<file path="config.mk">
export PLATFORM = sky130hd
export DESIGN_NAME = tree_index_ctrl
export DESIGN_NICKNAME = d
export VERILOG_FILES = /design/src/tree_index_pkg.sv /design/src/tree_index_ctrl.sv
export VERILOG_INCLUDE_DIRS = /design/src
export SDC_FILE = /design/constraint.sdc
export NUM_CORES = 1
export LEC_CHECK = 0
export BUFFER_PORTS_ARGS = -buffer_cell sky130_fd_sc_hd__buf_2
export CAP_MARGIN = 20
export CORE_ASPECT_RATIO = 1.4
export CORE_MARGIN = 5
export CORE_UTILIZATION = 63
export CTS_BUF_LIST = sky130_fd_sc_hd__clkbuf_8 sky130_fd_sc_hd__clkbuf_16
export CTS_CLUSTER_DIAMETER = 200
export DETAILED_ROUTE_END_ITERATION = 8
export PLACE_DENSITY = 0.85
export SYNTH_ARGS = -nofsm -noshare
export SYNTH_HDL_FRONTEND = slang
export SYNTH_SLANG_ARGS = --single-unit
export TNS_END_PERCENT = 30
</file>
<file path="constraint.sdc">
create_clock -name clock -period 14.2 [get_ports clock]
set_clock_uncertainty 0.1 [all_clocks]
set_input_delay 1.42 -clock clock [delete_from_list [all_inputs] [get_ports clock]]
set_output_delay 1.42 -clock clock [all_outputs]
set_load 0.005 [all_outputs]
</file>
<file path="src/tree_index_map.svh">
// Offsets, field positions, reset values and timing counts for the translation tree index block.
// Summary of operation
// - Ignore as many top logical address bits as initial_shift gives; zero uses all 32.
// - Page size comes from page_size_field; pages equal logical space over page size.
// - With function-code lookup on, the top level is indexed by the three code bits.
// - Next level uses the topmost remaining address bits, first_level_index_width bits wide.
// - Lower widths chain; the first zero width ends the chain, later widths ignored.
// - Tables indexed by the last nonzero width are page tables.
// - The tree has at most five levels, counting the function-code level.
// - The root pointer limit field may bound the first address index.
// - translation_control holds the setting choosing the supervisor root pointer.
// - The 30-bit descriptor address is used only for short or long indirect descriptors.
// - Unused descriptor bits are ignored; software may keep its own data there.
// - Supervisor tree only when supervisor_root_enable and function_code_bit2 are both set.
// - Loading descriptor_type zero into either root pointer raises a configuration exception.
// - With function-code lookup on, lower/upper and limit fields are disregarded.
`ifndef TREE_INDEX_MAP_SVH
`define TREE_INDEX_MAP_SVH
`define ADDR_TC 8'h00
`define ADDR_CRP_HI 8'h04
`define ADDR_CRP_LO 8'h08
`define ADDR_SRP_HI 8'h0c
`define ADDR_SRP_LO 8'h10
`define ADDR_STATUS 8'h14
`define ADDR_CLEAR 8'h18
`define ADDR_ENABLE 8'h1c
`define TC_RESET 32'h0000_0000
`define RP_HI_RESET 32'h0000_0001
`define RP_LO_RESET 32'h0000_0000
`define DT_INVALID 2'h0
`define EV_CONFIG 0
`define EV_LIMIT 1
`define EV_DONE 2
`define EV_WIDTH 3
`define MAX_LEVELS 3'h5
`define LOOKUP_LATENCY 1
`endif

</file>
<file path="src/tree_index_pkg.sv">
// Types shared by the translation tree index block.
package tree_index_pkg;
	typedef struct packed {
		logic [5:0] spare;
		logic supervisor_root_enable;
		logic function_code_lookup_enable;
		logic [3:0] page_size_field;
		logic [3:0] initial_shift;
		logic [3:0] first_level_index_width;
		logic [3:0] second_level_index_width;
		logic [3:0] third_level_index_width;
		logic [3:0] fourth_level_index_width;
	} translation_control_s;
	typedef struct packed {
		logic lower_upper;
		logic [14:0] limit;
		logic [13:0] spare;
		logic [1:0] descriptor_type;
	} root_hi_s;
	typedef logic [14:0] index_t;
	typedef struct packed {
		logic valid;
		logic [2:0] function_code;
		logic [31:0] logical_address;
	} lookup_req_s;
	typedef struct packed {
		logic valid;
		logic use_supervisor_root;
		logic fc_level;
		logic [2:0] fc_index;
		logic [2:0] levels;
		logic [2:0] page_table_level;
		logic [3:0][14:0] level_index;
		logic [31:0] page_offset;
		logic [5:0] pages_log2;
		logic [31:0] root_table_address;
		logic limit_fault;
	} lookup_res_s;
	typedef enum logic [1:0] {
		DESC_OTHER = 2'b00,
		DESC_SHORT_INDIRECT = 2'b01,
		DESC_LONG_INDIRECT = 2'b10
	} desc_kind_e;
	typedef struct packed {
		logic valid;
		desc_kind_e kind;
		logic [31:0] word;
	} desc_in_s;
	typedef struct packed {
		logic valid;
		logic [29:0] address;
	} desc_out_s;
endpackage

</file>
<file path="src/tree_index_ctrl.sv">
// Translation control registers and tree index derivation.
//
// The implementer's own choices: the plain strobed port and the address map.
`timescale 1ns/10ps
`include "tree_index_map.svh"
module tree_index_ctrl (
	input wire logic clock, // 25 MHz clock
	input wire logic rst, // synchronous reset, active high
	input wire logic [7:0] reg_addr, // register byte address
	input wire logic [31:0] reg_wdata, // register write data
	input wire logic reg_wr, // write strobe
	input wire logic reg_rd, // read strobe
	output logic [31:0] reg_rdata, // read data, cycle after the strobe
	input wire tree_index_pkg::lookup_req_s lookup_req, // logical access to index
	output tree_index_pkg::lookup_res_s lookup_res, // derived tree indices
	input wire tree_index_pkg::desc_in_s desc_in, // fetched descriptor word
	output tree_index_pkg::desc_out_s desc_out, // indirect descriptor address
	output logic irq // level interrupt
);
	tree_index_pkg::translation_control_s tc_reg, tc_next;
	tree_index_pkg::root_hi_s crp_hi_reg, crp_hi_next, srp_hi_reg, srp_hi_next;
	logic [31:0] crp_lo_reg, crp_lo_next, srp_lo_reg, srp_lo_next;
	logic [`EV_WIDTH-1:0] status_reg, status_next, enable_reg, enable_next, events;
	logic [31:0] rdata_reg, rdata_next;
	tree_index_pkg::lookup_res_s res_reg, res_next;
	tree_index_pkg::desc_out_s desc_reg, desc_next;

	// Pulls a field of the given width starting skip bits below bit 31.
	function automatic tree_index_pkg::index_t index_field(input logic [31:0] addr, input logic [5:0] skip,
			input logic [3:0] width);
		logic [31:0] shifted;
		shifted = addr << skip;
		index_field = width == 4'h0 ? 15'h0000 : 15'(shifted >> (6'h20 - {2'h0, width}));
	endfunction

	function automatic logic [5:0] widen(input logic [3:0] v);
		widen = {2'h0, v};
	endfunction

	// Register file and interrupt status.
	always_comb begin
		tc_next = tc_reg;
		crp_hi_next = crp_hi_reg;
		crp_lo_next = crp_lo_reg;
		srp_hi_next = srp_hi_reg;
		srp_lo_next = srp_lo_reg;
		enable_next = enable_reg;
		events = '0;
		rdata_next = 32'h0000_0000;
		status_next = status_reg;
		if (reg_wr) begin
			unique case (reg_addr)
				`ADDR_TC: tc_next = reg_wdata;
				`ADDR_CRP_HI: begin
					// An invalid type is refused so the walk never starts from a dead root.
					if (reg_wdata[1:0] == `DT_INVALID) begin
						events[`EV_CONFIG] = 1'b1;
					end else begin
						crp_hi_next = reg_wdata;
					end
				end
				`ADDR_CRP_LO: crp_lo_next = reg_wdata;
				`ADDR_SRP_HI: begin
					if (reg_wdata[1:0] == `DT_INVALID) begin
						events[`EV_CONFIG] = 1'b1;
					end else begin
						srp_hi_next = reg_wdata;
					end
				end
				`ADDR_SRP_LO: srp_lo_next = reg_wdata;
				`ADDR_CLEAR: status_next = status_reg & ~reg_wdata[`EV_WIDTH-1:0];
				`ADDR_ENABLE: enable_next = reg_wdata[`EV_WIDTH-1:0];
				default: ;
			endcase
		end
		if (reg_rd) begin
			unique case (reg_addr)
				`ADDR_TC: rdata_next = tc_reg;
				`ADDR_CRP_HI: rdata_next = crp_hi_reg;
				`ADDR_CRP_LO: rdata_next = crp_lo_reg;
				`ADDR_SRP_HI: rdata_next = srp_hi_reg;
				`ADDR_SRP_LO: rdata_next = srp_lo_reg;
				`ADDR_STATUS: rdata_next = {29'h0000_0000, status_reg};
				`ADDR_ENABLE: rdata_next = {29'h0000_0000, enable_reg};
				default: rdata_next = 32'h0000_0000;
			endcase
		end
		events[`EV_LIMIT] = res_next.valid & res_next.limit_fault;
		events[`EV_DONE] = res_next.valid;
		// A new event wins over a clear in the same cycle.
		status_next = status_next | events;
	end

	always_ff @(posedge clock) begin
		if (rst) begin
			tc_reg <= `TC_RESET;
			crp_hi_reg <= `RP_HI_RESET;
			crp_lo_reg <= `RP_LO_RESET;
			srp_hi_reg <= `RP_HI_RESET;
			srp_lo_reg <= `RP_LO_RESET;
			status_reg <= '0;
			enable_reg <= '0;
			rdata_reg <= 32'h0000_0000;
		end else begin
			tc_reg <= tc_next;
			crp_hi_reg <= crp_hi_next;
			crp_lo_reg <= crp_lo_next;
			srp_hi_reg <= srp_hi_next;
			srp_lo_reg <= srp_lo_next;
			status_reg <= status_next;
			enable_reg <= enable_next;
			rdata_reg <= rdata_next;
		end
	end

	// Index derivation for one logical access.
	always_comb begin
		logic [3:0] w_a, w_b, w_c, w_d;
		logic [5:0] skip;
		tree_index_pkg::root_hi_s root;
		w_a = tc_reg.first_level_index_width;
		w_b = w_a != 4'h0 ? tc_reg.second_level_index_width : 4'h0;
		w_c = w_b != 4'h0 ? tc_reg.third_level_index_width : 4'h0;
		w_d = w_c != 4'h0 ? tc_reg.fourth_level_index_width : 4'h0;
		skip = widen(tc_reg.initial_shift);
		res_next = '0;
		res_next.valid = lookup_req.valid;
		res_next.use_supervisor_root = tc_reg.supervisor_root_enable & lookup_req.function_code[2];
		root = res_next.use_supervisor_root ? srp_hi_reg : crp_hi_reg;
		res_next.root_table_address = res_next.use_supervisor_root ? srp_lo_reg : crp_lo_reg;
		res_next.fc_level = tc_reg.function_code_lookup_enable;
		res_next.fc_index = tc_reg.function_code_lookup_enable ? lookup_req.function_code : 3'h0;
		// Each field sits directly below the one above it.
		res_next.level_index[0] = index_field(lookup_req.logical_address, skip, w_a);
		res_next.level_index[1] = index_field(lookup_req.logical_address, skip + widen(w_a), w_b);
		res_next.level_index[2] = index_field(lookup_req.logical_address, skip + widen(w_a) + widen(w_b), w_c);
		res_next.level_index[3] = index_field(lookup_req.logical_address,
			skip + widen(w_a) + widen(w_b) + widen(w_c), w_d);
		res_next.levels = 3'({2'h0, tc_reg.function_code_lookup_enable} + {2'h0, w_a != 4'h0}
			+ {2'h0, w_b != 4'h0} + {2'h0, w_c != 4'h0} + {2'h0, w_d != 4'h0});
		res_next.page_table_level = res_next.levels == 3'h0 ? 3'h0 : res_next.levels - 3'h1;
		res_next.page_offset = lookup_req.logical_address & ((32'h0000_0001 << tc_reg.page_size_field)
			- 32'h0000_0001);
		res_next.pages_log2 = (6'h20 - skip) - widen(tc_reg.page_size_field);
		// The limit is meaningless once the top level is indexed by function code.
		if (!tc_reg.function_code_lookup_enable) begin
			res_next.limit_fault = root.lower_upper ? res_next.level_index[0] < root.limit
				: res_next.level_index[0] > root.limit;
		end
	end

	// Indirect descriptors carry a page descriptor address; unused bits never reach it.
	always_comb begin
		desc_next.valid = desc_in.valid && desc_in.kind != tree_index_pkg::DESC_OTHER;
		desc_next.address = desc_next.valid ? desc_in.word[31:2] : 30'h0000_0000;
	end

	always_ff @(posedge clock) begin
		if (rst) begin
			res_reg <= '0;
			desc_reg <= '0;
		end else begin
			res_reg <= res_next;
			desc_reg <= desc_next;
		end
	end

	assign reg_rdata = rdata_reg;
	assign lookup_res = res_reg;
	assign desc_out = desc_reg;
	assign irq = |(status_reg & enable_reg);
endmodule

</file>
==> flow_summary_export.csv, run 1 <==
group,metric,value,unit
run_status,run_status,"finished clean",
power,p_leak,10.5,nW
placement,post_dp_cell_area,24100,um^2
critical_path,worstPathMaxFanout,46,
power,power_density,85.4,nW/um^2
power,switching_fraction,0.246,
power,power.combinational.fraction,0.089,
cells_and_area,most_used_cells_in_the_layout_excluding_fill_and_tap_cells,"sky130_fd_sc_hd__nand2_1 (541), sky130_fd_sc_hd__dfxtp_1 (371), sky130_fd_sc_hd__buf_2 (319)",
sta,finalHoldViolCount,0,
logic_synthesis,synth_flop_cell,"sky130_fd_sc_hd__dfxtp_1",
critical_path,crit_arrival,9.37,ns
min_path,hold_class,"reg2reg",
cells_and_area,largest_register_ffs,143,
logic_synthesis,netlist-cell-type-count,83,
sta,fmax,0.111,GHz
critical_path,worst_ep_required_time,14.53,ns
critical_path,slowest_stage,"sky130_fd_sc_hd__dfxtp_1",
critical_path,setup.worst_path.end_class,"flop",
logic_synthesis,number_of_synthesized_flops_with_an_enable_pin,0,
sta,final_setup_violations,0,
sta,worstMarginPinSlew,1.10,ns
clock_network,postCtsSetupRepairBufs,0,
power,share_seq_of_total_power,0.488,
placement,port_buffers,319,
clock_network,clk_transition_reported_paths,0.06,ns
clock_network,tritoncts.num_buffers,35,
logic_synthesis,ys.warnings.count,0,
route,final_antenna_net_count,0,
floorplanning,num_io_pins,322,
power,power.share.clock,0.423,
cells_and_area,num-nets-final,3017,
power,ir_worst_vdd,0.118,mV
sta,period_share,0.637,
clock_network,postCtsResizedCells,0,
route,met1Wirelength,25700,um
floorplanning,die_x,170,um
clock_network,cts.sinks,372,
global_routing,groute.usage.overall,0.349,
sta,max-slew-margin-rel,0.265,
cells_and_area,finalInstanceArea,25200,um^2
critical_path,path_cells,"clkinv_1 -> ha_1 -> nor3b_1 -> inv_1 -> and2_1 -> inv_2 -> ha_1 -> o21ai_1 -> nand2_1 -> inv_1 -> ha_1 -> inv_1 -> fa_2 -> buf_4 -> mux2_2 -> inv_1 -> mux4_2 -> mux4_2 -> mux4_2 -> or2_4 -> and3_4 -> a211oi_2",
floorplanning,die-area,39700,um^2
critical_path,worstSetupStartpointType,"flop",
route,dr.pass1.iters,7,
route,detailroute.wirelength.met2,35500,um
logic_synthesis,synthDominantAreaCellType,"sky130_fd_sc_hd__dfxtp_1",
route,post_drt_wl_per_cell,21.9,um
global_routing,grt_max_degree,91,
logic_synthesis,post-synth-top-area-fraction,0.331,
route,routed_wl,73000,um
route,drt_drc_violations_left,0,
cells_and_area,synthToLayoutAreaGrowth,12.1,%
floorplanning,die_y,234,um
critical_path,rr_worst_depth,22,
logic_synthesis,synth-seq-area-share,0.331,
critical_path,path_class,"reg2reg",
route,wl_met3,7450,um
floorplanning,starting_density_of_the_core,0.632,
route,top_signal_layer_used,"met5",
floorplanning,core_area,35600,um^2
clock_network,clock_tree.root_cell,"sky130_fd_sc_hd__clkbuf_16",
floorplanning,num_rows,82,
power,power_report.internal_total,1.62,mW
sta,layout_min_cycle_time,9.04,ns
sta,setup_repair_after_global_routing_missed_its_margin,"false",
logic_synthesis,synth_cells,2679,
placement,hpwlAfterDp,50400,um
cells_and_area,final_common_cell,"sky130_fd_sc_hd__nand2_1",
logic_synthesis,postSynth.asyncResetShare,0,
clock_network,cts_max_path_buffers,3,
power,power_switching,0.531,mW
placement,place.gp.congestion,0.958,
cells_and_area,layout-drive-gt1-share,0.220,
sta,setup-tns-final,0,ns
clock_network,post_cts_hold_buffer_count,0,
global_routing,via_count_of_the_first_global_routing_pass,21300,
logic_synthesis,post_synth_instance_area,22500,um^2
route,routed-via-count,21900,
clock_network,cts.htree.levels,2,
logic_synthesis,synth.area.top_cells,"sky130_fd_sc_hd__dfxtp_1 (33%), sky130_fd_sc_hd__mux2i_1 (10%), sky130_fd_sc_hd__nand2_1 (9.0%)",
flow_run,drv.max_cap_violation_count,0,
clock_network,insertion_delay,0.54,ns
sta,slew_viols_final,0,
logic_synthesis,average_cell_area_after_synthesis,8.40,um^2
min_path,count_of_cells_along_the_worst_hold_path,2,
route,detail_route.vias_per_cell,6.56,
critical_path,max_stage_delay,0.73,ns
global_routing,antenna_violations_before_repair,5,
route,drtIter0Drc,3077,
clock_network,cts_tree,"yes",
global_routing,grt_pass1_wl,112000,um
critical_path,cpMostUsedCell,"sky130_fd_sc_hd__inv_1",
global_routing,globalRouteOverflowTotal,0,
logic_synthesis,synth.ff_latch_count,372,
==> power by group through the flow <==
stage	clock network, mW	registers [mW]	logic, mW
after global routing	0.961	1.05	0.203
after CTS	0.920	1.05	0.186
after floorplan	0	1.07	0.115
after global placement	0	1.07	0.181
after detailed placement	0	1.07	0.185
final	0.911	1.05	0.192
==> final cells by class <==
type,count,area [um^2]
Tap cell,462,578
Sequential cell,372,7450
Fill cell,2740,10400
Clock inverter,21,159
Antenna cell,1,2.50
Clock buffer,39,942
Inverter,53,199
Timing Repair Buffer,357,1890
Multi-Input combinational cell,2033,14000
==> synthesized netlist by cell type, drive strengths merged (4+ instances only) <==
cell type and count:
a21oi 251, buf 61, nor3 44, mux4 74
a31oi 7, o31a 6, nand3 50, nor3b 8
o2bb2ai 7, nand2b 12, a211o 6, fa 6
ha 44, a22oi 11, o32ai 7, a21o 17
inv 51, or2 13, o211a 5, dfxtp 372
o31ai 6, o22ai 21, nor2b 10, mux2 101
a21boi 5, xor2 10, o22a 6, o221ai 13
and3 26, mux2i 234, clkbuf 166, o21ai 98
a211oi 23, nand4 8, xnor2 12, o21a 9
a222oi 5, a221oi 32, o2111ai 4, and2 62
o211ai 21, nand2 543, nor2 159, or3 11
nor4 4
==> per-stage QoR <==
| stage | utilization | worst slack (ns) | total power [mW] | hold WS [ns] | instances |
|---|---|---|---|---|---|
| after floorplan | - | 7.58 | 1.19 | 0.332 | 2685 |
| after global placement | 0.677 | 5.51 | 1.26 | 0.338 | 3275 |
| after detailed placement | 0.677 | 5.34 | 1.26 | 0.347 | 3275 |
| after CTS | 0.708 | 5.30 | 2.16 | 0.355 | 3335 |
| after global routing | 0.709 | 4.67 | 2.21 | 0.380 | 3337 |
| final | 0.709 | 5.16 | 2.15 | 0.354 | 3338 |
==> final timing paths <==
check | from | slack [ns] | endpoint
max | tc_reg[12]$_SDFFE_PP0P_ | 5.16 | lookup_res[116]$_SDFF_PP0_
min | crp_hi_reg[6]$_SDFFE_PP0P_ | 0.35 | crp_hi_reg[6]$_SDFFE_PP0P_
max reg2reg | tc_reg[12]$_SDFFE_PP0P_ | 5.16 | lookup_res[116]$_SDFF_PP0_
min reg2reg | crp_hi_reg[6]$_SDFFE_PP0P_ | 0.35 | crp_hi_reg[6]$_SDFFE_PP0P_
==> cell families after synthesis <==
kind of cell	share of synthesized area
simple gates	0.184
compound gates	0.164
mux	0.229
flops	0.331
buf+inv	0.0519
fa+ha+maj	0.0298
xor+xnor	0.0106
other cells	0.000167
==> worst max-delay path: cells and delay by family, from the launching register on <==
family | cells | cell delay [ns]
muxes | 4 | 1.79
and+or+nand+nor | 5 | 1.70
AOI/OAI and AO/OA | 2 | 0.42
adders and majority gates | 4 | 1.70
DFF | 1 | 0.73
buffers and inverters | 7 | 2.44
==> per-layer routing <==
metal	GRT usage	vias to the layer above
met5	0	-
met1	0.407	10300
li1	-	9852
met4	0.192	6
met3	0.0630	350
met2	0.603	1409
No activity file was read; power rests on OpenSTA's default activity.
==> inputs of run 2 (changes only) <==
--- a/config.mk
+++ b/config.mk
@@ -10,11 +10,11 @@
 export CAP_MARGIN = 20
 export CORE_ASPECT_RATIO = 1.4
 export CORE_MARGIN = 5
-export CORE_UTILIZATION = 63
+export CORE_UTILIZATION = 53
 export CTS_BUF_LIST = sky130_fd_sc_hd__clkbuf_8 sky130_fd_sc_hd__clkbuf_16
 export CTS_CLUSTER_DIAMETER = 200
 export DETAILED_ROUTE_END_ITERATION = 8
-export PLACE_DENSITY = 0.85
+export PLACE_DENSITY = 0.76
 export SYNTH_ARGS = -nofsm -noshare
 export SYNTH_HDL_FRONTEND = slang
 export SYNTH_SLANG_ARGS = --single-unit
==> constraint.sdc (replaced) <==
create_clock -name clock -period 7.4 [get_ports clock]
set_clock_uncertainty 0.1 [all_clocks]
set_input_delay 0.74 -clock clock [delete_from_list [all_inputs] [get_ports clock]]
set_output_delay 0.74 -clock clock [all_outputs]
set_load 0.005 [all_outputs]
==> flow_summary_export.csv, run 2 (synthesis results as in run 1) <==
group,metric,value,unit
floorplanning,num_rows,89,
power,power_density,164,nW/um^2
floorplanning,core_area,42100,um^2
clock_network,postCtsSetupRepairBufs,0,
route,routed_wl,76400,um
critical_path,worstSetupStartpointType,"flop",
clock_network,cts_tree,"yes",
clock_network,clk_transition_reported_paths,0.07,ns
route,drtIter0Drc,2339,
cells_and_area,final_util,0.608,
global_routing,globalRouteOverflowTotal,0,
sta,setup_repair_after_global_routing_missed_its_margin,"false",
sta,final_setup_violations,0,
route,routed-via-count,21700,
floorplanning,starting_density_of_the_core,0.535,
clock_network,clock_tree.root_cell,"sky130_fd_sc_hd__clkbuf_16",
clock_network,insertion_delay,0.56,ns
sta,fmax,0.157,GHz
sta,period_share,0.858,
placement,port_buffers,319,
clock_network,postCtsResizedCells,0,
power,ir_worst_vdd,0.186,mV
global_routing,antenna_violations_before_repair,6,
clock_network,cts.htree.levels,2,
route,dr.pass1.iters,6,
critical_path,r2r_slack,1.05,ns
route,final_antenna_net_count,0,
critical_path,setup.worst_path.end_class,"flop",
placement,post-place-ws,1.12,ns
run_status,run_status,"finished clean",
route,drt_drc_violations_left,0,
route,detail_route.vias_per_cell,6.30,
global_routing,groute.usage.overall,0.311,
placement,place.gp.congestion,0.975,
critical_path,path_class,"reg2reg",
sta,max-slew-margin-rel,0.269,
sta,final.setup.worst_slack,1.05,ns
clock_network,cts.sinks,372,
cells_and_area,largest_register_ffs,143,
critical_path,worstPathMaxFanout,25,
floorplanning,die_x,184,um
power,power.total,4.20,mW
sta,layout_min_cycle_time,6.35,ns
sta,worstMarginPinSlew,1.09,ns
route,post_drt_wl_per_cell,22.2,um
clock_network,post_cts_hold_buffer_count,0,
flow_run,drv.max_cap_violation_count,0,
placement,hpwlAfterDp,53900,um
critical_path,crit_arrival,6.69,ns
sta,finalHoldViolCount,0,
sta,slew_viols_final,0,
cells_and_area,num-nets-final,3038,
sta,setup-tns-final,0,ns
sta,timing.hold.ws,0.271,ns
cells_and_area,most_used_cells_in_the_layout_excluding_fill_and_tap_cells,"sky130_fd_sc_hd__nand2_1 (541), sky130_fd_sc_hd__dfxtp_1 (371), sky130_fd_sc_hd__buf_2 (318)",
cells_and_area,layout-drive-gt1-share,0.226,
global_routing,via_count_of_the_first_global_routing_pass,21600,
floorplanning,die_y,254,um
min_path,hold_class,"in2reg",
global_routing,grt_max_degree,127,
cells_and_area,synthToLayoutAreaGrowth,13.6,%
critical_path,worst_ep_required_time,7.74,ns
floorplanning,num_io_pins,322,
cells_and_area,final_common_cell,"sky130_fd_sc_hd__nand2_1",
clock_network,tritoncts.num_buffers,36,
floorplanning,die-area,46700,um^2
power,p_leak,10.7,nW
clock_network,cts_max_path_buffers,3,
global_routing,grt_pass1_wl,117000,um
run 2: critical path: stages, from the launching register on:
cell and delay, ns:
sky130_fd_sc_hd__dfxtp_1 0.35, sky130_fd_sc_hd__clkinv_1 0.09, sky130_fd_sc_hd__ha_1 0.29, sky130_fd_sc_hd__nor3b_1 0.22, sky130_fd_sc_hd__inv_1 0.10, sky130_fd_sc_hd__and2_1 0.49, sky130_fd_sc_hd__inv_2 0.08, sky130_fd_sc_hd__ha_1 0.30
sky130_fd_sc_hd__o21ai_1 0.25, sky130_fd_sc_hd__nand2_1 0.15, sky130_fd_sc_hd__inv_1 0.17, sky130_fd_sc_hd__ha_1 0.21, sky130_fd_sc_hd__inv_1 0.07, sky130_fd_sc_hd__fa_2 0.73, sky130_fd_sc_hd__buf_12 0.24, sky130_fd_sc_hd__mux2i_1 0.37
sky130_fd_sc_hd__mux2i_1 0.17, sky130_fd_sc_hd__mux2_2 0.30, sky130_fd_sc_hd__mux4_2 0.51, sky130_fd_sc_hd__inv_1 0.11, sky130_fd_sc_hd__o22ai_1 0.08, sky130_fd_sc_hd__a21oi_1 0.48, sky130_fd_sc_hd__o32ai_1 0.17, sky130_fd_sc_hd__o21bai_1 0.18
run 2: cell type report:
class / count / area, um^2
Fill cell: 3751 / 16500
Multi-Input combinational cell: 2033 / 14000
Sequential cell: 372 / 7450
Timing Repair Buffer: 377 / 2050
Clock buffer: 45 / 1020
Tap cell: 546 / 683
Inverter: 53 / 199
Clock inverter: 15 / 143
Antenna cell: 3 / 7.51
run 2: per-layer routing:
layer | vias up | share of wire | GRT usage
met1 | 10300 | 0.36 | 0.350
met5 | - | 0.00048 | 0
li1 | 9884 | - | -
met4 | 6 | 0.065 | 0.189
met3 | 320 | 0.087 | 0.0613
met2 | 1215 | 0.49 | 0.540
run 2: metrics by stage:
| stage | cells | area, um^2 |
|---|---|---|
| detailed placement | 3381 | 24400 |
| CTS | 3441 | 25600 |
| global placement | 3381 | 24400 |
| global route | 3442 | 25600 |
| finish | 3444 | 25600 |
| floorplan | 2685 | 22500 |
run 2: worst paths after layout:
kind | startpoint | endpoint | cells after the start
worst max-delay path | tc_reg[12]$_SDFFE_PP0P_ | lookup_res[121]$_SDFF_PP0_ | 23
worst max register to register | tc_reg[12]$_SDFFE_PP0P_ | lookup_res[121]$_SDFF_PP0_ | 23
worst min-delay path | desc_in[21] | desc_out[19]$_SDFF_PP0_ | 2
worst min register to register | crp_hi_reg[7]$_SDFFE_PP0P_ | crp_hi_reg[7]$_SDFFE_PP0P_ | 2
run 2: power breakdown:
group / total [mW] / internal, mW / switching (mW)
clock network: 1.81 / 0.994 / 0.815
registers: 2.02 / 2.01 / 0.00399
logic: 0.376 / 0.143 / 0.232
total: 4.20 / 3.15 / 1.05
